[src/include/tmc_map.svh]
`ifndef TMC_MAP_SVH
`define TMC_MAP_SVH
// Register addresses.
`define TMC_A_MODE 8'h89
`define TMC_A_T0L 8'h8a
`define TMC_A_T1L 8'h8b
`define TMC_A_T0H 8'h8c
`define TMC_A_T1H 8'h8d
`define TMC_A_AUX 8'ha3
`define TMC_A_T2CTL 8'hc8
`define TMC_A_T2MOD 8'hc9
`define TMC_A_CRL 8'hca
`define TMC_A_CRH 8'hcb
`define TMC_A_T2L 8'hcc
`define TMC_A_T2H 8'hcd
`define TMC_A_T01RUN 8'h88
// Reset value and count constants.
`define TMC_RST8 8'h00
`define TMC_ONES8 8'hff
`define TMC_ONES16 16'hffff
`define TMC_ONE8 8'h01
`define TMC_ONE16 16'h0001
// Field positions and the T2MOD write mask.
`define TMC_AUX_X12_1 3
`define TMC_AUX_X12_0 2
`define TMC_AUX_CKO_1 1
`define TMC_AUX_CKO_0 0
`define TMC_MOD_POL 5
`define TMC_MOD_X12 4
`define TMC_MOD_CKO 1
`define TMC_MOD_DOWN_COUNT_ENABLE 0
`define TMC_MOD_MASK 8'h33
// Prescale counts.
`define TMC_DIV12 4'd11
`define TMC_DIV2 4'd1
`define TMC_DIV_W 4
`endif

[src/include/tmc_pkg.sv]
package tmc_pkg;
	typedef struct packed {
		logic gate;
		logic cnt_sel;
		logic mode_field_high;
		logic mode_field_low;
	} tmc_tmode_t;
	typedef struct packed {
		tmc_tmode_t t1;
		tmc_tmode_t t0;
	} tmc_mode_t;
	typedef struct packed {
		logic overflow_flag_two;
		logic external_event_flag;
		logic receive_clock_select;
		logic transmit_clock_select;
		logic trigger_pin_enable;
		logic run_bit_two;
		logic counter_select_two;
		logic capture_select;
	} tmc_t2ctl_t;
	typedef struct packed {
		logic wr;
		logic rd;
		logic [7:0] addr;
		logic [7:0] wdata;
	} tmc_sfr_t;
	typedef enum logic [1:0] {TMC_T2_CAP, TMC_T2_RLD, TMC_T2_UPDN,
		TMC_T2_BAUD} tmc_t2mode_t;
endpackage

[src/verilog/tmc_sync_edge.sv]
`default_nettype none
// Two-flop synchroniser with one edge-detect stage after it.
module tmc_sync_edge (
	input wire logic i_clk,
	input wire logic i_arst_n,
	input wire logic i_pin,
	output logic o_level,
	output logic o_fall,
	output logic o_rise
);
	logic s1_q;
	logic s2_q;
	logic s3_q;
	always_ff @(posedge i_clk or negedge i_arst_n) begin
		if (!i_arst_n) begin
			s1_q <= 1'b1;
			s2_q <= 1'b1;
			s3_q <= 1'b1;
		end else begin
			s1_q <= i_pin;
			s2_q <= s1_q;
			s3_q <= s2_q;
		end
	end
	assign o_level = s2_q;
	assign o_fall = s3_q & ~s2_q;
	assign o_rise = ~s3_q & s2_q;
endmodule
`default_nettype wire

[src/verilog/tmc_prescale.sv]
`default_nettype none
`include "tmc_map.svh"
// Free-running divider giving a one-cycle tick every i_top+1 clocks.
module tmc_prescale (
	input wire logic i_clk,
	input wire logic i_arst_n,
	input wire logic [`TMC_DIV_W-1:0] i_top,
	output logic o_tick
);
	logic [`TMC_DIV_W-1:0] cnt_q;
	logic [`TMC_DIV_W-1:0] cnt_d;
	wire at_top = (cnt_q >= i_top);
	assign cnt_d = at_top ? '0 : cnt_q + 1'b1;
	always_ff @(posedge i_clk or negedge i_arst_n) begin
		if (!i_arst_n) begin
			cnt_q <= '0;
		end else begin
			cnt_q <= cnt_d;
		end
	end
	assign o_tick = at_top;
endmodule
`default_nettype wire

[src/verilog/tmc_timers.sv]
// Notes on behaviour
// [RQ1] Gate set: count needs run bit and pin high.
// [RQ2] Counter select picks prescaled clock or pin.
// [RQ3] Modes: 13-bit, 16-bit, 8-bit reload, special.
// [RQ4] Mode 3: timer 1 holds, timer 0 splits.
// [RQ5] Fast-clock bit picks divide-by-12 or undivided.
// [RQ6] Clock-out enables drive toggling timer clocks out.
// [RQ7] Timer 2: 16-bit, four modes, timer/counter select.
// [RQ8] Capture mode overflow sets overflow flag.
// [RQ9] Capture on trigger edge, sets event flag.
// [RQ10] Event flag shares timer 2 interrupt request.
// [RQ11] Up reload: overflow sets flag, reloads.
// [RQ12] Up reload: trigger edge also reloads, sets flag.
// [RQ13] Up reload: either flag requests interrupt.
// [RQ14] Up/down, pin high: count up, reload on overflow.
// [RQ15] Up/down, pin low: down, match loads all ones.
// [RQ16] Up/down: event flag toggles, no interrupt.
// [RQ17] Transmit and receive baud sources chosen independently.
// [RQ18] Baud mode: rollover reloads from capture bytes.
// [RQ19] Baud mode: rollover sets no flag, no interrupt.
// [RQ20] Baud mode: trigger edge sets flag, no reload.
// [RQ21] Baud mode counts at half clock or pin; with TMC_MOD_X12 set the code counts every clock.
// [RQ22] Software stops timer 2 before accessing it.
// [RQ23] 13/16-bit rollover sets overflow flag.
// [RQ24] 8-bit mode: low reloads from high.
// [RQ25] Counter input counts sampled high-then-low.
// [RQ26] Polarity bit picks falling or rising trigger edge.
// [RQ27] One-cycle baud tick per baud-mode rollover.
`default_nettype none
`include "tmc_map.svh"
module tmc_timers
	import tmc_pkg::*;
(
	input wire logic i_clk,
	input wire logic i_arst_n,
	input wire tmc_pkg::tmc_sfr_t i_sfr,
	output logic [7:0] o_rdata,
	output logic o_rvalid,
	input wire logic i_t0_pin,
	input wire logic i_t1_pin,
	input wire logic i_t2_pin,
	input wire logic i_ext_irq_pin_zero,
	input wire logic i_ext_irq_pin_one,
	input wire logic i_trigger_pin,
	input wire logic i_t1_ovf_clear,
	output logic o_t0_ovf,
	output logic o_t1_ovf,
	output logic o_t2_irq,
	output logic o_t0_clk_out,
	output logic o_t0_clk_out_en,
	output logic o_t1_clk_out,
	output logic o_t1_clk_out_en,
	output logic o_tx_baud_tick,
	output logic o_rx_baud_tick
);
	import tmc_pkg::*;

	tmc_mode_t mode_q;
	logic [7:0] aux_q;
	logic [7:0] c0l_q, c0h_q, c1l_q, c1h_q;
	logic run_bit_zero_q, run_bit_one_q, ovf0_q, ovf1_q;
	tmc_t2ctl_t t2c_q;
	logic [7:0] t2mod_q;
	logic [15:0] cnt2_q;
	logic [15:0] crl_q;
	logic cko0_q, cko1_q, txb_q, rxb_q;

	// Shared prescalers: one divide-by-12 for classic timers, one for
	// the baud-mode half clock.
	logic tick12, tick2;
	tmc_prescale u_div12 (.i_clk(i_clk), .i_arst_n(i_arst_n),
		.i_top(`TMC_DIV12), .o_tick(tick12));
	tmc_prescale u_div2 (.i_clk(i_clk), .i_arst_n(i_arst_n),
		.i_top(`TMC_DIV2), .o_tick(tick2));

	logic t0_lvl, t0_fall, t1_lvl, t1_fall, t2_lvl, t2_fall;
	logic g0_lvl, g1_lvl, ex_lvl, ex_fall, ex_rise;
	tmc_sync_edge u_s0 (.i_clk(i_clk), .i_arst_n(i_arst_n),
		.i_pin(i_t0_pin), .o_level(t0_lvl), .o_fall(t0_fall), .o_rise());
	tmc_sync_edge u_s1 (.i_clk(i_clk), .i_arst_n(i_arst_n),
		.i_pin(i_t1_pin), .o_level(t1_lvl), .o_fall(t1_fall), .o_rise());
	tmc_sync_edge u_s2 (.i_clk(i_clk), .i_arst_n(i_arst_n),
		.i_pin(i_t2_pin), .o_level(t2_lvl), .o_fall(t2_fall), .o_rise());
	tmc_sync_edge u_g0 (.i_clk(i_clk), .i_arst_n(i_arst_n),
		.i_pin(i_ext_irq_pin_zero), .o_level(g0_lvl), .o_fall(),
		.o_rise());
	tmc_sync_edge u_g1 (.i_clk(i_clk), .i_arst_n(i_arst_n),
		.i_pin(i_ext_irq_pin_one), .o_level(g1_lvl), .o_fall(),
		.o_rise());
	tmc_sync_edge u_ex (.i_clk(i_clk), .i_arst_n(i_arst_n),
		.i_pin(i_trigger_pin), .o_level(ex_lvl), .o_fall(ex_fall),
		.o_rise(ex_rise));

	function automatic logic wr_at(input tmc_sfr_t b, input logic [7:0] a);
		wr_at = b.wr && (b.addr == a);
	endfunction

	// Count strobe: internal prescaled tick or a sampled pin fall.
	// The tick is an argument so that callers re-evaluate when it moves.
	function automatic logic cnt_src(input logic csel, input logic fast,
		input logic fall, input logic tick);
		cnt_src = csel ? fall : (fast | tick);
	endfunction

	// Timer 0 and 1 strobes.
	wire gate0 = run_bit_zero_q & (~mode_q.t0.gate | g0_lvl); // see [RQ1]
	wire gate1 = run_bit_one_q & (~mode_q.t1.gate | g1_lvl); // see [RQ1]
	wire [1:0] m0 = {mode_q.t0.mode_field_high, mode_q.t0.mode_field_low};
	wire [1:0] m1 = {mode_q.t1.mode_field_high, mode_q.t1.mode_field_low};
	wire src0 = cnt_src(mode_q.t0.cnt_sel, aux_q[`TMC_AUX_X12_0],
		t0_fall, tick12); // see [RQ2] [RQ5] [RQ25]
	wire src1 = cnt_src(mode_q.t1.cnt_sel, aux_q[`TMC_AUX_X12_1],
		t1_fall, tick12); // see [RQ2] [RQ5] [RQ25]
	wire inc0 = gate0 & src0;
	// In split mode the high byte of timer 0 borrows timer 1's run bit
	// and counts only internal clocks.
	wire split = (m0 == 2'b11);
	wire inc0h = split & run_bit_one_q &
		(aux_q[`TMC_AUX_X12_1] | tick12); // see [RQ4]
	wire inc1 = gate1 & src1 & (m1 != 2'b11); // see [RQ4]

	logic [7:0] n0l, n0h, n1l, n1h;
	logic ov0, ov1, ov0h;
	always_comb begin
		n0l = c0l_q;
		n0h = c0h_q;
		ov0 = 1'b0;
		ov0h = 1'b0;
		if (inc0) begin
			case (m0) // see [RQ3]
			2'b00: begin
				// 13-bit: five low bits of the low byte below the high byte.
				{ov0, n0h, n0l[4:0]} = {1'b0, c0h_q, c0l_q[4:0]} +
					14'h0001; // see [RQ23]
			end
			2'b01: begin
				{ov0, n0h, n0l} = {1'b0, c0h_q, c0l_q} + 17'h00001; // see [RQ23]
			end
			2'b10: begin
				ov0 = (c0l_q == `TMC_ONES8);
				n0l = ov0 ? c0h_q : c0l_q + `TMC_ONE8; // see [RQ24]
			end
			default: begin
				ov0 = (c0l_q == `TMC_ONES8);
				n0l = c0l_q + `TMC_ONE8; // see [RQ4]
			end
			endcase
		end
		if (inc0h) begin
			ov0h = (c0h_q == `TMC_ONES8);
			n0h = c0h_q + `TMC_ONE8;
		end
	end
	always_comb begin
		n1l = c1l_q;
		n1h = c1h_q;
		ov1 = 1'b0;
		if (inc1) begin
			case (m1) // see [RQ3]
			2'b00: begin
				{ov1, n1h, n1l[4:0]} = {1'b0, c1h_q, c1l_q[4:0]} +
					14'h0001; // see [RQ23]
			end
			2'b01: begin
				{ov1, n1h, n1l} = {1'b0, c1h_q, c1l_q} + 17'h00001; // see [RQ23]
			end
			default: begin
				ov1 = (c1l_q == `TMC_ONES8);
				n1l = ov1 ? c1h_q : c1l_q + `TMC_ONE8; // see [RQ24]
			end
			endcase
		end
	end

	// Timer 2 mode decode.
	wire baud = t2c_q.receive_clock_select | t2c_q.transmit_clock_select;
	wire down_count_enable = t2mod_q[`TMC_MOD_DOWN_COUNT_ENABLE];
	tmc_t2mode_t t2m;
	assign t2m = baud ? TMC_T2_BAUD : t2c_q.capture_select ? TMC_T2_CAP :
		down_count_enable ? TMC_T2_UPDN : TMC_T2_RLD; // see [RQ7]
	wire t2_fast = t2mod_q[`TMC_MOD_X12];
	wire t2_int = baud ? (t2_fast | tick2) : (t2_fast | tick12); // see [RQ21]
	wire inc2 = t2c_q.run_bit_two &
		(t2c_q.counter_select_two ? t2_fall : t2_int); // see [RQ7]
	wire trig_edge = t2mod_q[`TMC_MOD_POL] ? ex_rise : ex_fall; // see [RQ26]
	wire trig = trig_edge & t2c_q.trigger_pin_enable;
	wire up = (t2m != TMC_T2_UPDN) | ex_lvl; // see [RQ14] [RQ15]
	wire top2 = (cnt2_q == `TMC_ONES16);
	wire match2 = (cnt2_q == crl_q);
	wire ovf2 = inc2 & up & top2;
	wire unf2 = inc2 & ~up & match2;

	logic [15:0] n2;
	logic [15:0] ncrl;
	logic set_tf2, set_ex, tog_ex;
	always_comb begin
		n2 = cnt2_q;
		ncrl = crl_q;
		set_tf2 = 1'b0;
		set_ex = 1'b0;
		tog_ex = 1'b0;
		if (inc2) begin
			n2 = up ? cnt2_q + `TMC_ONE16 : cnt2_q - `TMC_ONE16;
		end
		case (t2m)
		TMC_T2_CAP: begin
			set_tf2 = ovf2; // see [RQ8]
			if (trig) begin
				ncrl = n2; // see [RQ9]
				set_ex = 1'b1;
			end
		end
		TMC_T2_RLD: begin
			set_tf2 = ovf2; // see [RQ11]
			set_ex = trig; // see [RQ12]
			if (ovf2 | trig) begin
				n2 = crl_q; // see [RQ11] [RQ12]
			end
		end
		TMC_T2_UPDN: begin
			set_tf2 = ovf2 | unf2;
			tog_ex = ovf2 | unf2; // see [RQ16]
			if (ovf2) begin
				n2 = crl_q; // see [RQ14]
			end else if (unf2) begin
				n2 = `TMC_ONES16; // see [RQ15]
			end
		end
		default: begin
			set_ex = trig; // see [RQ20]
			if (ovf2) begin
				n2 = crl_q; // see [RQ18] [RQ19]
			end
		end
		endcase
	end

	// Bus writes and flag clears; hardware sets win over software clears.
	wire [7:0] wd = i_sfr.wdata;
	tmc_t2ctl_t t2w;
	assign t2w = tmc_t2ctl_t'(wd);
	always_ff @(posedge i_clk or negedge i_arst_n) begin
		if (!i_arst_n) begin
			mode_q <= tmc_mode_t'(`TMC_RST8);
			aux_q <= `TMC_RST8;
			c0l_q <= `TMC_RST8;
			c0h_q <= `TMC_RST8;
			c1l_q <= `TMC_RST8;
			c1h_q <= `TMC_RST8;
			run_bit_zero_q <= 1'b0;
			run_bit_one_q <= 1'b0;
			ovf0_q <= 1'b0;
			ovf1_q <= 1'b0;
			t2c_q <= tmc_t2ctl_t'(`TMC_RST8);
			t2mod_q <= `TMC_RST8;
			cnt2_q <= '0;
			crl_q <= '0;
		end else begin
			mode_q <= wr_at(i_sfr, `TMC_A_MODE) ? tmc_mode_t'(wd) : mode_q;
			aux_q <= wr_at(i_sfr, `TMC_A_AUX) ? wd : aux_q;
			t2mod_q <= wr_at(i_sfr, `TMC_A_T2MOD) ?
				(wd & `TMC_MOD_MASK) : t2mod_q;
			c0l_q <= wr_at(i_sfr, `TMC_A_T0L) ? wd : n0l;
			c0h_q <= wr_at(i_sfr, `TMC_A_T0H) ? wd : n0h;
			c1l_q <= wr_at(i_sfr, `TMC_A_T1L) ? wd : n1l;
			c1h_q <= wr_at(i_sfr, `TMC_A_T1H) ? wd : n1h;
			if (wr_at(i_sfr, `TMC_A_T01RUN)) begin
				run_bit_one_q <= wd[6];
				run_bit_zero_q <= wd[4];
			end
			ovf0_q <= ov0 | (ovf0_q &
				~(wr_at(i_sfr, `TMC_A_T01RUN) & ~wd[5])); // see [RQ23]
			ovf1_q <= ov1 | ov0h | (ovf1_q & ~i_t1_ovf_clear &
				~(wr_at(i_sfr, `TMC_A_T01RUN) & ~wd[7]));
			// Counting and software writes collide only if software ignores
			// the advice to stop timer 2 first; the write then wins.
			cnt2_q[7:0] <= wr_at(i_sfr, `TMC_A_T2L) ? wd : n2[7:0]; // see [RQ22]
			cnt2_q[15:8] <= wr_at(i_sfr, `TMC_A_T2H) ? wd : n2[15:8];
			crl_q[7:0] <= wr_at(i_sfr, `TMC_A_CRL) ? wd : ncrl[7:0];
			crl_q[15:8] <= wr_at(i_sfr, `TMC_A_CRH) ? wd : ncrl[15:8];
			if (wr_at(i_sfr, `TMC_A_T2CTL)) begin
				t2c_q <= t2w;
				t2c_q.overflow_flag_two <= t2w.overflow_flag_two | set_tf2;
				t2c_q.external_event_flag <= set_ex |
					(t2w.external_event_flag ^ tog_ex);
			end else begin
				t2c_q.overflow_flag_two <= t2c_q.overflow_flag_two | set_tf2;
				t2c_q.external_event_flag <= set_ex |
					(t2c_q.external_event_flag ^ tog_ex);
			end
		end
	end

	// Clock outputs toggle on each overflow for a 50% duty square wave.
	always_ff @(posedge i_clk or negedge i_arst_n) begin
		if (!i_arst_n) begin
			cko0_q <= 1'b0;
			cko1_q <= 1'b0;
			txb_q <= 1'b0;
			rxb_q <= 1'b0;
		end else begin
			cko0_q <= cko0_q ^ ov0;
			cko1_q <= cko1_q ^ ov1;
			txb_q <= t2c_q.transmit_clock_select ? (ovf2 & baud) : ov1; // see [RQ17] [RQ27]
			rxb_q <= t2c_q.receive_clock_select ? (ovf2 & baud) : ov1; // see [RQ17] [RQ27]
		end
	end
	assign o_t0_clk_out = cko0_q;
	assign o_t1_clk_out = cko1_q;
	assign o_t0_clk_out_en = aux_q[`TMC_AUX_CKO_0] & ~mode_q.t0.cnt_sel; // see [RQ6]
	assign o_t1_clk_out_en = aux_q[`TMC_AUX_CKO_1] & ~mode_q.t1.cnt_sel; // see [RQ6]
	assign o_tx_baud_tick = txb_q;
	assign o_rx_baud_tick = rxb_q;
	assign o_t0_ovf = ovf0_q;
	assign o_t1_ovf = ovf1_q;
	// The event flag joins the overflow flag except in up/down mode.
	assign o_t2_irq = t2c_q.overflow_flag_two | (t2c_q.external_event_flag &
		(t2m != TMC_T2_UPDN)); // see [RQ10] [RQ13] [RQ16]

	// Read data is registered; unmapped addresses read zero.
	logic [7:0] rsel;
	always_comb begin
		case (i_sfr.addr)
		`TMC_A_MODE: rsel = mode_q;
		`TMC_A_T0L: rsel = c0l_q;
		`TMC_A_T1L: rsel = c1l_q;
		`TMC_A_T0H: rsel = c0h_q;
		`TMC_A_T1H: rsel = c1h_q;
		`TMC_A_AUX: rsel = aux_q;
		`TMC_A_T01RUN: rsel = {ovf1_q, run_bit_one_q, ovf0_q, run_bit_zero_q,
			4'h0};
		`TMC_A_T2CTL: rsel = t2c_q;
		`TMC_A_T2MOD: rsel = t2mod_q;
		`TMC_A_CRL: rsel = crl_q[7:0];
		`TMC_A_CRH: rsel = crl_q[15:8];
		`TMC_A_T2L: rsel = cnt2_q[7:0];
		`TMC_A_T2H: rsel = cnt2_q[15:8];
		default: rsel = `TMC_RST8;
		endcase
	end
	always_ff @(posedge i_clk or negedge i_arst_n) begin
		if (!i_arst_n) begin
			o_rdata <= `TMC_RST8;
			o_rvalid <= 1'b0;
		end else begin
			o_rdata <= i_sfr.rd ? rsel : o_rdata;
			o_rvalid <= i_sfr.rd;
		end
	end
endmodule
`default_nettype wire

[config.mk]
export PLATFORM = sky130hd
export DESIGN_NAME = tmc_timers
export DESIGN_NICKNAME = d
export VERILOG_FILES = /design/src/include/tmc_pkg.sv /design/src/verilog/tmc_sync_edge.sv /design/src/verilog/tmc_prescale.sv /design/src/verilog/tmc_timers.sv
export VERILOG_INCLUDE_DIRS = /design/src /design/src/include
export SDC_FILE = /design/constraint.sdc
export NUM_CORES = 1
export LEC_CHECK = 0
export ABC_AREA = 1
export BUFFER_PORTS_ARGS = -buffer_cell sky130_fd_sc_hd__buf_2
export CAP_MARGIN = 40
export CORE_ASPECT_RATIO = 0.8
export CORE_MARGIN = 2
export CORE_UTILIZATION = 25
export DETAILED_ROUTE_END_ITERATION = 7
export HOLD_SLACK_MARGIN = 0.08
export SLEW_MARGIN = 25
export SYNTH_ARGS = -nofsm -noshare
export SYNTH_HDL_FRONTEND = slang
export SYNTH_HIERARCHICAL = 1
export SYNTH_SLANG_ARGS = --single-unit
[constraint.sdc]
create_clock -name i_clk -period 2.7 [get_ports i_clk]
set_input_delay 0.27 -clock i_clk [delete_from_list [all_inputs] [get_ports i_clk]]
set_output_delay 0.27 -clock i_clk [all_outputs]
set_load 0.05 [all_outputs]
# ---- Yosys cells after proc, flatten, opt, wreduce, memory -nomap -nowiden
# Index checks and enable logic that the tools add are counted.
# Widths: inputs -> output; s select.
dict set report word_totals {
  ff_bits 133
  inputBits 27
  out_inout_bits 18
  wordCells 246
}
dict set report classes {
  add_sub_neg 11
  order_cmp 2
  n_eq_ne 28
  n_mux 53
  bitwise 64
  n_reduce_logical 33
}
# cell count
set ops {}
lappend ops {{$eq 8x8->1 const B} 16}
lappend ops {{$mux 16} 8}
lappend ops {{$mux 8} 15}
lappend ops {{$pmux 8 s13} 1}
lappend ops {{$pmux 16 s3} 1}
lappend ops {{$add 16x1->17 const B} 2}
lappend ops {{$pmux 8 s2} 2}
lappend ops {{$add 13x1->14 const B} 2}
lappend ops {{$and 1x1->1} 27}
lappend ops {{$add 8x1->8 const B} 3}
lappend ops {{$or 1x1->1} 18}
lappend ops {{$add 16x1->16 const B} 1}
lappend ops {{$eq 16x16->1} 1}
lappend ops {{$eq 16x16->1 const B} 1}
lappend ops {{$sub 16x1->16 const B} 1}
lappend ops {{$not 1->1} 15}
lappend ops {{$pmux 5 s3} 1}
lappend ops {{$reduce_bool 2->1} 7}
lappend ops {{$logic_and 1x1->1} 13}
lappend ops {{$mux 1} 12}
lappend ops {{$reduce_and 2->1} 6}
lappend ops {{$pmux 5 s2} 1}
lappend ops {{$pmux 3 s3} 1}
lappend ops {{$add 4x1->4 const B} 2}
lappend ops {{14 further kinds} 34}

# ---- Longest topological paths before layout
# Gate-level depths: netlist of run 1.
dict set report logic_depth {
  word_depth 13
  depth_mapped 24
  ltp_nobuf 23
}

# ---- Modules after synthesis
# Netlist of run 1, hierarchy kept.
# mod instances cells_per_inst area_each_um2 seq_area_each_um2
set by_module_without_submodules {}
lappend by_module_without_submodules {tmc_timers 1 1318 8695.8 2727.6}
lappend by_module_without_submodules {tmc_sync_edge 6 7 93.8 78.8}
lappend by_module_without_submodules {tmc_prescale 2 31 270.3 100.1}

# ---- Least setup slack after synthesis of run 1
# OpenSTA, ideal clock, no wires.
dict set report synth_path {
  path_kind {reg-to-reg}
  startpoint {register u_div12.cnt_q[3]}
  endpoint {register cnt2_q[1]}
  setup_time_ns 0.129
  arrival_ns 2.205
  required_time_ns 2.571
  slack_ns 0.366
  stages_incl_launch_ff 17
  path_buffers 1
  synth_period_minus_slack_ns 2.334
  path_cell_list {dfrtp_1 ha_1 a21oi_2 nand3_2 nand2_1 nand4_1 nand2_1 inv_1 buf_4 nand2_1 o21ai_0 nor2_1 nand2_1 o211ai_1 nand3_1 o21ai_1 o21ai_0}
}
dict set report synth_between {
  elab_chain_len 11
  word_cells_on_any_way 17
  classes_between {order compare (1); mux (9); bitwise (7)}
}
# item line
set synth_rtl {}
lappend synth_rtl {{from (decl)} tmc_prescale.sv:10} ;# logic [`TMC_DIV_W-1:0] cnt_q;
lappend synth_rtl {{from (signal assigned)} tmc_prescale.sv:18} ;# cnt_q <= cnt_d;
lappend synth_rtl {{$ge 4x4->1 (*)} tmc_prescale.sv:12} ;# wire at_top = (cnt_q >= i_top);
lappend synth_rtl {{named net tick12} tmc_timers.sv:70} ;# logic tick12, tick2;
lappend synth_rtl {{$or 1x1->1 (*)} tmc_timers.sv:182} ;# wire t2_int = baud ? (t2_fast | tick2) : (t2_fast | tick12);
lappend synth_rtl {{$mux 1 (*)} tmc_timers.sv:182}
lappend synth_rtl {{$mux 1 (*)} tmc_timers.sv:184} ;# (t2c_q.counter_select_two ? t2_fall : t2_int);
lappend synth_rtl {{$and 1x1->1 (*)} tmc_timers.sv:183} ;# wire inc2 = t2c_q.run_bit_two &
lappend synth_rtl {{$and 1x1->1, on equally long branches (2 in a row)} {tmc_timers.sv:191, tmc_timers.sv:190}}
lappend synth_rtl {{$mux 16 / $or 1x1->1 (equally long branches)} {tmc_timers.sv:225, tmc_timers.sv:216}}
lappend synth_rtl {{$mux 16, on equally long branches} {tmc_timers.sv:223, tmc_timers.sv:216}}
lappend synth_rtl {{$pmux 16 s3 (*)} tmc_timers.sv:205} ;# case (t2m)
lappend synth_rtl {{$mux 8 (*)} tmc_timers.sv:277} ;# cnt2_q[7:0] <= wr_at(i_sfr, `TMC_A_T2L) ? wd : n2[7:0];
lappend synth_rtl {{to (signal assigned)} tmc_timers.sv:277}
lappend synth_rtl {{to (decl)} tmc_timers.sv:64} ;# logic [15:0] cnt2_q;
# Mark *: on every way through the listed nets, which the timed path passes. The rest lies on a longest branch.
# A chain may end at the register's enable or synchronous reset.

# ---- Worst setup path after layout of run 1
dict set report layout_path {
  startpoint {register u_div2.cnt_q[3]}
  endpoint {register cnt2_q[3]}
}
dict set report layout_between {
  elab_chain_len 11
  word_cells_on_any_way 17
  classes_between {order compare (1); mux (9); bitwise (7)}
}
# item line
set layout_rtl {}
lappend layout_rtl {{from (decl)} tmc_prescale.sv:10}
lappend layout_rtl {{from (signal assigned)} tmc_prescale.sv:18}
lappend layout_rtl {{$ge 4x1->1 (*)} tmc_prescale.sv:12}
lappend layout_rtl {{named net tick2} tmc_timers.sv:70}
lappend layout_rtl {{$or 1x1->1 (*)} tmc_timers.sv:182}
lappend layout_rtl {{$mux 1 (*)} tmc_timers.sv:182}
lappend layout_rtl {{$mux 1 (*)} tmc_timers.sv:184}
lappend layout_rtl {{$and 1x1->1 (*)} tmc_timers.sv:183}
lappend layout_rtl {{$and 1x1->1, on equally long branches (2 in a row)} {tmc_timers.sv:191, tmc_timers.sv:190}}
lappend layout_rtl {{$mux 16 / $or 1x1->1 (equally long branches)} {tmc_timers.sv:225, tmc_timers.sv:216}}
lappend layout_rtl {{$mux 16, on equally long branches} {tmc_timers.sv:223, tmc_timers.sv:216}}
lappend layout_rtl {{$pmux 16 s3 (*)} tmc_timers.sv:205}
lappend layout_rtl {{$mux 8 (*)} tmc_timers.sv:277}
# Marked as above.

==> metrics.md, run 1 <==
| Metric | Value |
|---|---|
| Area added between synthesis and finish | 22.08% |
| Overall power after layout | roughly 9.5 mW |
| Family with the most delay on the worst path | simple AND/OR/NAND/NOR gates |
| Wire length of the first global-routing pass | between 50000 and 60000 um |
| Synthesized area per cell | 6.895 um^2 |
| Vertical die dimension | 180.1 um |
| Count of endpoints failing setup in the final report | 0 |
| Count of mapped cells out of synthesis | around 1400 |
| Number of design rule violations left after detail routing | 0 |
| Worst clock skew | ~10 ps |
| Crit path depth | 18 |
| Detailed-routing iteration count for the pre-antenna-repair pass | 7 |
| Fin cells | around 2000 |
| Worst IR Drop VDD | 472.6 uV |
| Largest stage delay on the critical path | 410 ps |
| Number of CTS-inserted buffers | 17 |
| Ant diodes | 0 |
| Initial Util | between 20% and 30% |
| Clock root cell | clkbuf_16 |
| WS Path Type | reg -> reg |
| Area of the die | just over 0.04 mm^2 |
| Post-DP HPWL | 29910 um |
| Slew at the pin with the worst max-slew slack | about 670 ps |
| Worst r2r path cells | 18 |
| Power per unit of standard cell area | 805.7 mW/mm^2 |
| Final slew viol count | 0 |
| Cell with the most instances on the worst path | nand2_1 |
| Maximum achievable frequency | between 300 and 400 MHz |
| Detail-routed via count per cell | between 5 and 6 |
| Placement Cell Area | between 0.01 and 0.015 mm^2 |
| Post-detailed-route wirelength per cell | ~19 um |
| Iteration-0 DRC count of the detailed router | 1431 |
| Crit path launch type | flip-flop |
| Max_slew headroom | approximately 55% |
| Reported leakage power | between 5 and 6 nW |
| Critical Path End Type | flip-flop |
| Cell breakdown of the critical path | ha_4, nand2_1, inv_1, nand2_1, nand3_4, nand2_1, nand4_1, nand2_2, buf_4, nor2_2, nand4_1, nand2_4, clkinvlp_4, nand2_2, nand2_1, nand2_1, nand2_1, a21oi_1 |
| Arrival @ worst endpoint | between 2000 and 3000 ps |
| Total placed cells including tap cells | between 1500 and 2000 |
| Data required, critical path | between 3000 and 4000 ps |
| Io pins | 45 |
| Worst Hold Margin | 129.0 ps |
| CP max FO | 6 |
| Number of standard-cell rows in the floorplan | between 60 and 70 |
| Antenna violations before repair | 0 |
| Floorplan die width | ~220 um |
| Core region area | about 0.038 mm^2 |
| Post-DRT Antenna Nets | 0 |
| Buffers on Ports | 44 |
| Setup slack of the most critical reg-to-reg path | about 150 ps |
| Reported max-cap violation count | 0 |
| Combined global-route utilization of all metal layers | between 10% and 20% |
| Number of H-tree levels | 4 |
| Layout net count | between 1500 and 2000 |
| Final worst-path cycle share | 94.50% |
| Final hold viol count | 0 |
| Maximum root-to-sink buffer count | 2 |
| CTS clock-pin slew for the worst setup and hold paths | roughly 60 ps |
| Overall routed net length | around 40000 um |
| Clock Latency Late Sink | approximately 440 ps |
| Buffer and inverter count on the worst path | 3 |
| Fraction of final layout cells with drive strength greater than 1 | 16.09% |
| Minimum clock period after layout | 2551 ps |
| Vias in the first global route | about 9700 |
| CTS Sinks | 133 |
| HP Class | in -> reg |
| Total via count after detailed routing | 10730 |
| CTS tree | built |
| Cell area after synthesis | 0.009694 mm^2 |
| Number of warnings printed during yosys synthesis | 6 |
| Overall overflow remaining after global route | 0 |
| Pin count of the biggest net entering global routing | 64 |
| Layout Cell Area excl Fill | 0.01184 mm^2 |
| Hold Path Depth | 1 |
| Highest-delay cell along the critical path | dfrtp_1 |
| Result of the run | completed |
| Final GP Congestion | 1.005 |
## power by group
part           switching (mW)  total [mW]  internal, mW
Clock                   0.966        2.38          1.41
Sequential              0.640        3.06          2.42
Combinational            2.62        4.09          1.48
Total                    4.22        9.54          5.31
## registers in the layout, summed over array words and instances (netlist names), 4 cells and up
| signal | flops |
|---|---|
| mode_q | 4 |
| c1h_q | 8 |
| cnt2_q | 16 |
| o_rdata | 8 |
| crl_q | 16 |
| t2c_q | 8 |
| u_div12/cnt_q | 4 |
| c0l_q | 8 |
| t2mod_q | 4 |
| u_div2/cnt_q | 4 |
| aux_q | 8 |
| c0h_q | 8 |
| c1l_q | 8 |
## routing by layer
layer	track usage (%)	vias up	share of wire [%]
met5	0	-	0
met4	6.800	0	3.1
met3	5.805	83	13
met2	26.00	653	40
met1	27.75	5062	44
li1	-	4930	-
## area by class of cell
class                   count  area (um^2)
multi-input cells        1015         5403
repair buffers            135        988.4
fillers                  4062        26360
flip-flops and latches    133         3349
clock inverters            11        128.9
inverters                 233        885.9
well taps                 495        619.3
clock buffers              21        460.4
## cells in the final DEF, fill, tap and decap left out, types with 11 or more instances in the layout
cell	n
nand3_1	91
o211ai_1	13
xor2_1	31
nor2_1	121
nand2_2	16
inv_1	209
ha_1	17
o21ai_0	82
buf_2	43
o21ai_1	11
inv_2	15
nand2_1	367
a221oi_1	18
clkbuf_16	17
a21oi_1	41
a41oi_1	11
o22ai_1	26
nand4_1	21
dfstp_2	16
buf_4	77
nor3_1	22
dfrtp_1	116
o221ai_1	43
## metrics by stage
step	util [%]	worst slack (ps)	setup TNS (ps)
6_report	30.98	148.5	0
4_1_cts	30.49	54.34	0
2_1_floorplan	-	365.7	0
5_1_grt	30.98	-23.83	-76.29
3_3_place_gp	28.76	54.54	0
3_5_place_dp	28.76	103.0	0
## what timing repair did
action | 4_1_cts | 5_1_grt
hold buffers | 7 | 0
buffers inserted | 0 | 12
gates resized for setup | 0 | 28
endpoints found under the setup margin | 0 | 19
hold endpoints to repair | 45 | 0
## path summary, 6_finish.rpt
check | startpoint | to
min reg2reg | u_g0/s1_q$_DFF_PN1_ | u_g0/o_level$_DFF_PN1_
max reg2reg | u_div2/cnt_q[3]$_DFF_PN0_ | cnt2_q[3]$_DFF_PN0_
max | u_div2/cnt_q[3]$_DFF_PN0_ | cnt2_q[3]$_DFF_PN0_
min | i_sfr[16] | o_rvalid$_DFF_PN0_
min in group asynchronous | i_arst_n | c1h_q[1]$_DFFE_PN0P_
max in group asynchronous | i_arst_n | u_g0/s1_q$_DFF_PN1_
(Power assumes the default switching activity.)
==> inputs of run 2 (changes only) <==
--- a/config.mk
+++ b/config.mk
@@ -13,7 +13,9 @@
 export CORE_MARGIN = 2
 export CORE_UTILIZATION = 25
 export DETAILED_ROUTE_END_ITERATION = 7
+export GPL_TIMING_DRIVEN = 0
 export HOLD_SLACK_MARGIN = 0.08
+export SETUP_SLACK_MARGIN = 0.2
 export SLEW_MARGIN = 25
 export SYNTH_ARGS = -nofsm -noshare
 export SYNTH_HDL_FRONTEND = slang
==> constraint.sdc (replaced) <==
create_clock -name i_clk -period 2.5 [get_ports i_clk]
set_input_delay 0.25 -clock i_clk [delete_from_list [all_inputs] [get_ports i_clk]]
set_output_delay 0.25 -clock i_clk [all_outputs]
set_load 0.05 [all_outputs]
==> run 2 against run 1 <==
Effect of this change:
- first-iteration DRC count decreased by 4.1%
- worst hold slack improved by 23 ps
- worst setup slack worse by 150 ps
- the flow now finishes with violations (negative setup slack)
- clock skew rose by 0.51 ps
- die area unchanged
- critical path depth rose by 1
- cell count increased by 0.88%
- non-clock buffer count rose by 18
- clock-buffer cell count down 3
- largest cell class unchanged
- core utilization up 2.3 points
- sequential power up 8.5%
- critical endpoint is now cnt2_q[13]$_DFF_PN0_
==> metrics.md, run 2 (synthesis gave the netlist of run 1 again) <==
| Metric | Value |
|---|---|
| Result of the run | finished, violations left (was completed) |
| Failing checks | negative setup slack |
| Most common cell after layout, fill and taps aside | nand2_1 (unchanged) |
| Cell breakdown of the critical path | ha_4, nand2_1, nand2_1, nand2_2, nand3_4, nand2_2, nand4_1, nand2_4, inv_8, nand2_4, buf_12, nand2_8, clkinvlp_4, buf_12, nand3_1, nand2_1, nand3_1, nand2_1, nand2_1 (was ha_4, nand2_1, inv_1, nand2_1, nand3_4, nand2_1, nand4_1, nand2_2, buf_4, nor2_2, nand4_1, nand2_4, clkinvlp_4, nand2_2, nand2_1, nand2_1, nand2_1, a21oi_1) |
| Clock Latency Late Sink | 440 ps (about the same) |
| Number of standard-cell rows in the floorplan | 64 (unchanged) |
| Detailed-routed wire length on met3 | 4556 um (was 4933 um) |
| Count of endpoints failing setup in the final report | 1 (was 0) |
| Vias in the first global route | 10120 (was 9714) |
| Wire length of the first global-routing pass | 59520 um (was 58570 um) |
| Post-detailed-route wirelength per cell | 19.27 um (was 19.08 um) |
| Highest-count cells in the layout ignoring fill and taps | 336 x nand2_1, 197 x inv_1, 113 x dfrtp_1 (was 367 x nand2_1, 209 x inv_1, 121 x nor2_1) |
| Overall routed net length | 39730 um (was 38980 um) |
| Layout net count | 1599 (was 1581) |
| Final hold viol count | 0 (unchanged) |
| Arrival @ worst endpoint | 2880 ps (was 2910 ps) |
| Core region area | 0.03820 mm^2 (unchanged) |
| Highest-delay cell along the critical path | dfrtp_1 (unchanged) |
| Multi-input logic area | 0.006096 mm^2 (was 0.005403 mm^2) |
| Pin count of the biggest net entering global routing | 91 (was 64) |
| Share of the core filled with cells in the final layout | 33.24% (was 30.98%) |
| Slew at the pin with the worst max-slew slack | 737.0 ps (was 674.0 ps) |
| Data required, critical path | 2870 ps (was 3060 ps) |
| Worst r2r path cells | 19 (was 18) |
| Detail-routed via count per cell | 5.315 (was 5.251) |
| Overall overflow remaining after global route | 0 (unchanged) |
| Largest stage delay on the critical path | 420 ps (was 410 ps) |
| Fin cells | 2061 (was 2043) |
| Combined global-route utilization of all metal layers | 19.27% (was 19.01%) |
| Area added between synthesis and finish | 30.99% (was 22.08%) |
| Final slew viol count | 0 (unchanged) |
| Reported max-cap violation count | 0 (unchanged) |
| Initial Util | 25.38% (unchanged) |
| Reported leakage power | 5.885 nW (was 5.677 nW) |
| Number of CTS-inserted buffers | 17 (unchanged) |
| Buffers on Ports | 43 (was 44) |
| Minimum clock period after layout | 2503 ps (was 2551 ps) |
| Post-DRT Antenna Nets | 0 (unchanged) |
| Registers with the most flip-flops | cnt2_q: 16 flops, crl_q: 16 flops (unchanged) |
| Met2 wire length | 16400 um (was 15590 um) |
| Final worst-path cycle share | 100.1% (was 94.50%) |
| Detailed-routing iteration count for the pre-antenna-repair pass | 5 (was 7) |
| Floorplan die width | 224.2 um (unchanged) |
| Setup slack after layout | -2.662 ps (was 148.5 ps) |
| Io pins | 45 (unchanged) |
| Total placed cells including tap cells | 1951 (was 1992) |
| Cell-internal power | 5.945 mW (was 5.312 mW) |
| Post-DP HPWL | 28690 um (was 29910 um) |
| Final GP Congestion | 0.9858 (was 1.005) |
| FILL cells | 4028 (was 4062) |
| Vertical die dimension | 180.1 um (unchanged) |
| Combinational cell fraction of total power | 46.7% (was 42.9%) |
| Worst IR Drop VDD | 458.0 uV (was 472.6 uV) |
| Antenna violations before repair | 1 (was 0) |
| Area of the die | 0.04038 mm^2 (unchanged) |
| Seq pwr share | 30.3% (was 32.1%) |
| Max_slew headroom | 50.69% (was 54.79%) |
| Maximum root-to-sink buffer count | 2 (unchanged) |
| Highest Signal Layer | met5 (was met4) |
| WS Path Type | reg -> reg (unchanged) |
| Ant diodes | 0 (unchanged) |
| Unrepaired setup endpoints after global routing | yes |
| Share of total power in the clock network | 23.0% (was 24.9%) |
| Crit path launch type | flip-flop (unchanged) |
| FF+latch area | 0.003353 mm^2 (was 0.003349 mm^2) |
| Fraction of final layout cells with drive strength greater than 1 | 23.75% (was 16.09%) |
| Total via count after detailed routing | 10950 (was 10730) |
| HP Class | in -> reg (unchanged) |
| CP max FO | 8 (was 6) |
| Clock root cell | clkbuf_16 (unchanged) |
| Power per unit of standard cell area | 862.8 mW/mm^2 (was 805.7 mW/mm^2) |
| CTS tree | built (unchanged) |
| Switching power summed over all nets | 5.011 mW (was 4.224 mW) |
| Critical Path End Type | flip-flop (unchanged) |
| CTS clock-pin slew for the worst setup and hold paths | 70 ps (was 60 ps) |
| Cell with the most instances on the worst path | nand2_1 (unchanged) |
| Hold Path Depth | 4 (was 1) |
| Iteration-0 DRC count of the detailed router | 1373 (was 1431) |
| Fraction of power spent switching nets | 45.74% (was 44.30%) |
| Number of H-tree levels | 4 (unchanged) |
| Number of design rule violations left after detail routing | 0 (unchanged) |
| Maximum achievable frequency | 399.6 MHz (was 391.9 MHz) |
| Worst clock skew | 10.52 ps (was 10.02 ps) |
| Routed length on met1 | 17650 um (was 17260 um) |
| CTS Sinks | 133 (unchanged) |
run 2: worst max-delay path: cells and delay by family, from the launching register on:
kind	cells	cell delay [ps]
buf+inv	4	680
flops	1	420
simple gates	14	1040
fa+ha+maj	1	290
run 2: path summary, 6_finish.rpt:
kind,startpoint,to,slack (ps)
setup / recovery,u_div2/cnt_q[1]$_DFF_PN0_,cnt2_q[13]$_DFF_PN0_,-3
hold / removal,i_t1_ovf_clear,o_t1_ovf$_DFF_PN0_,150
setup reg to reg,u_div2/cnt_q[1]$_DFF_PN0_,cnt2_q[13]$_DFF_PN0_,-3
hold reg to reg,u_g0/s1_q$_DFF_PN1_,u_g0/o_level$_DFF_PN1_,360
max in group asynchronous,i_arst_n,u_s1/s3_q$_DFF_PN1_,1380
min in group asynchronous,i_arst_n,c1h_q[4]$_DFFE_PN0P_,300
run 2: area by class of cell:
cell class,count,area share (%)
flip-flops and latches,133,26.41
multi-input cells,1015,48.00
inverters,233,7.193
well taps,495,4.877
repair buffers,122,7.124
clock buffers,18,3.458
clock inverters,14,1.113
plain buffers,31,1.823
run 2: metrics by stage:
stage / setup slack, ps / power, mW / TNS [ps] / instance area [um^2] / hold slack, ps
global placement: -827.9 / 7.146 / -101920 / 10560 / 346.4
detailed placement: -487.0 / 7.204 / -6787 / 10600 / 175.6
CTS: 50.54 / 10.25 / 0 / 12030 / 142.2
global route: -134.7 / 11.64 / -1508 / 12700 / 141.9
finish: -2.662 / 10.96 / -2.662 / 12700 / 151.7
floorplan: 204.1 / 5.935 / 0 / 9723 / -45.59
run 2: power by group through the flow:
stage / Combinational (mW) / Clock (mW) / Sequential, mW
finish: 5.11 / 2.52 / 3.32
global route: 5.63 / 2.66 / 3.35
CTS: 4.45 / 2.55 / 3.25
detailed placement: 3.91 / 0 / 3.29
global placement: 3.85 / 0 / 3.30
floorplan: 2.90 / 0 / 3.04
run 2: layer usage:
layer / track usage [%] / vias to the layer above
met1: 27.95 / 5257
met4: 5.467 / 2
li1: - / 4993
met5: 0 / -
met3: 5.951 / 78
met2: 27.18 / 624
run 2: what timing repair did:
item / CTS / global route
setup endpoints to repair: 63 / 73
resized for setup: 117 / 114
hold endpoints to repair: 50 / 0
pin swaps: 39 / 60
hold buffers: 8 / 0
buffers inserted: 44 / 26
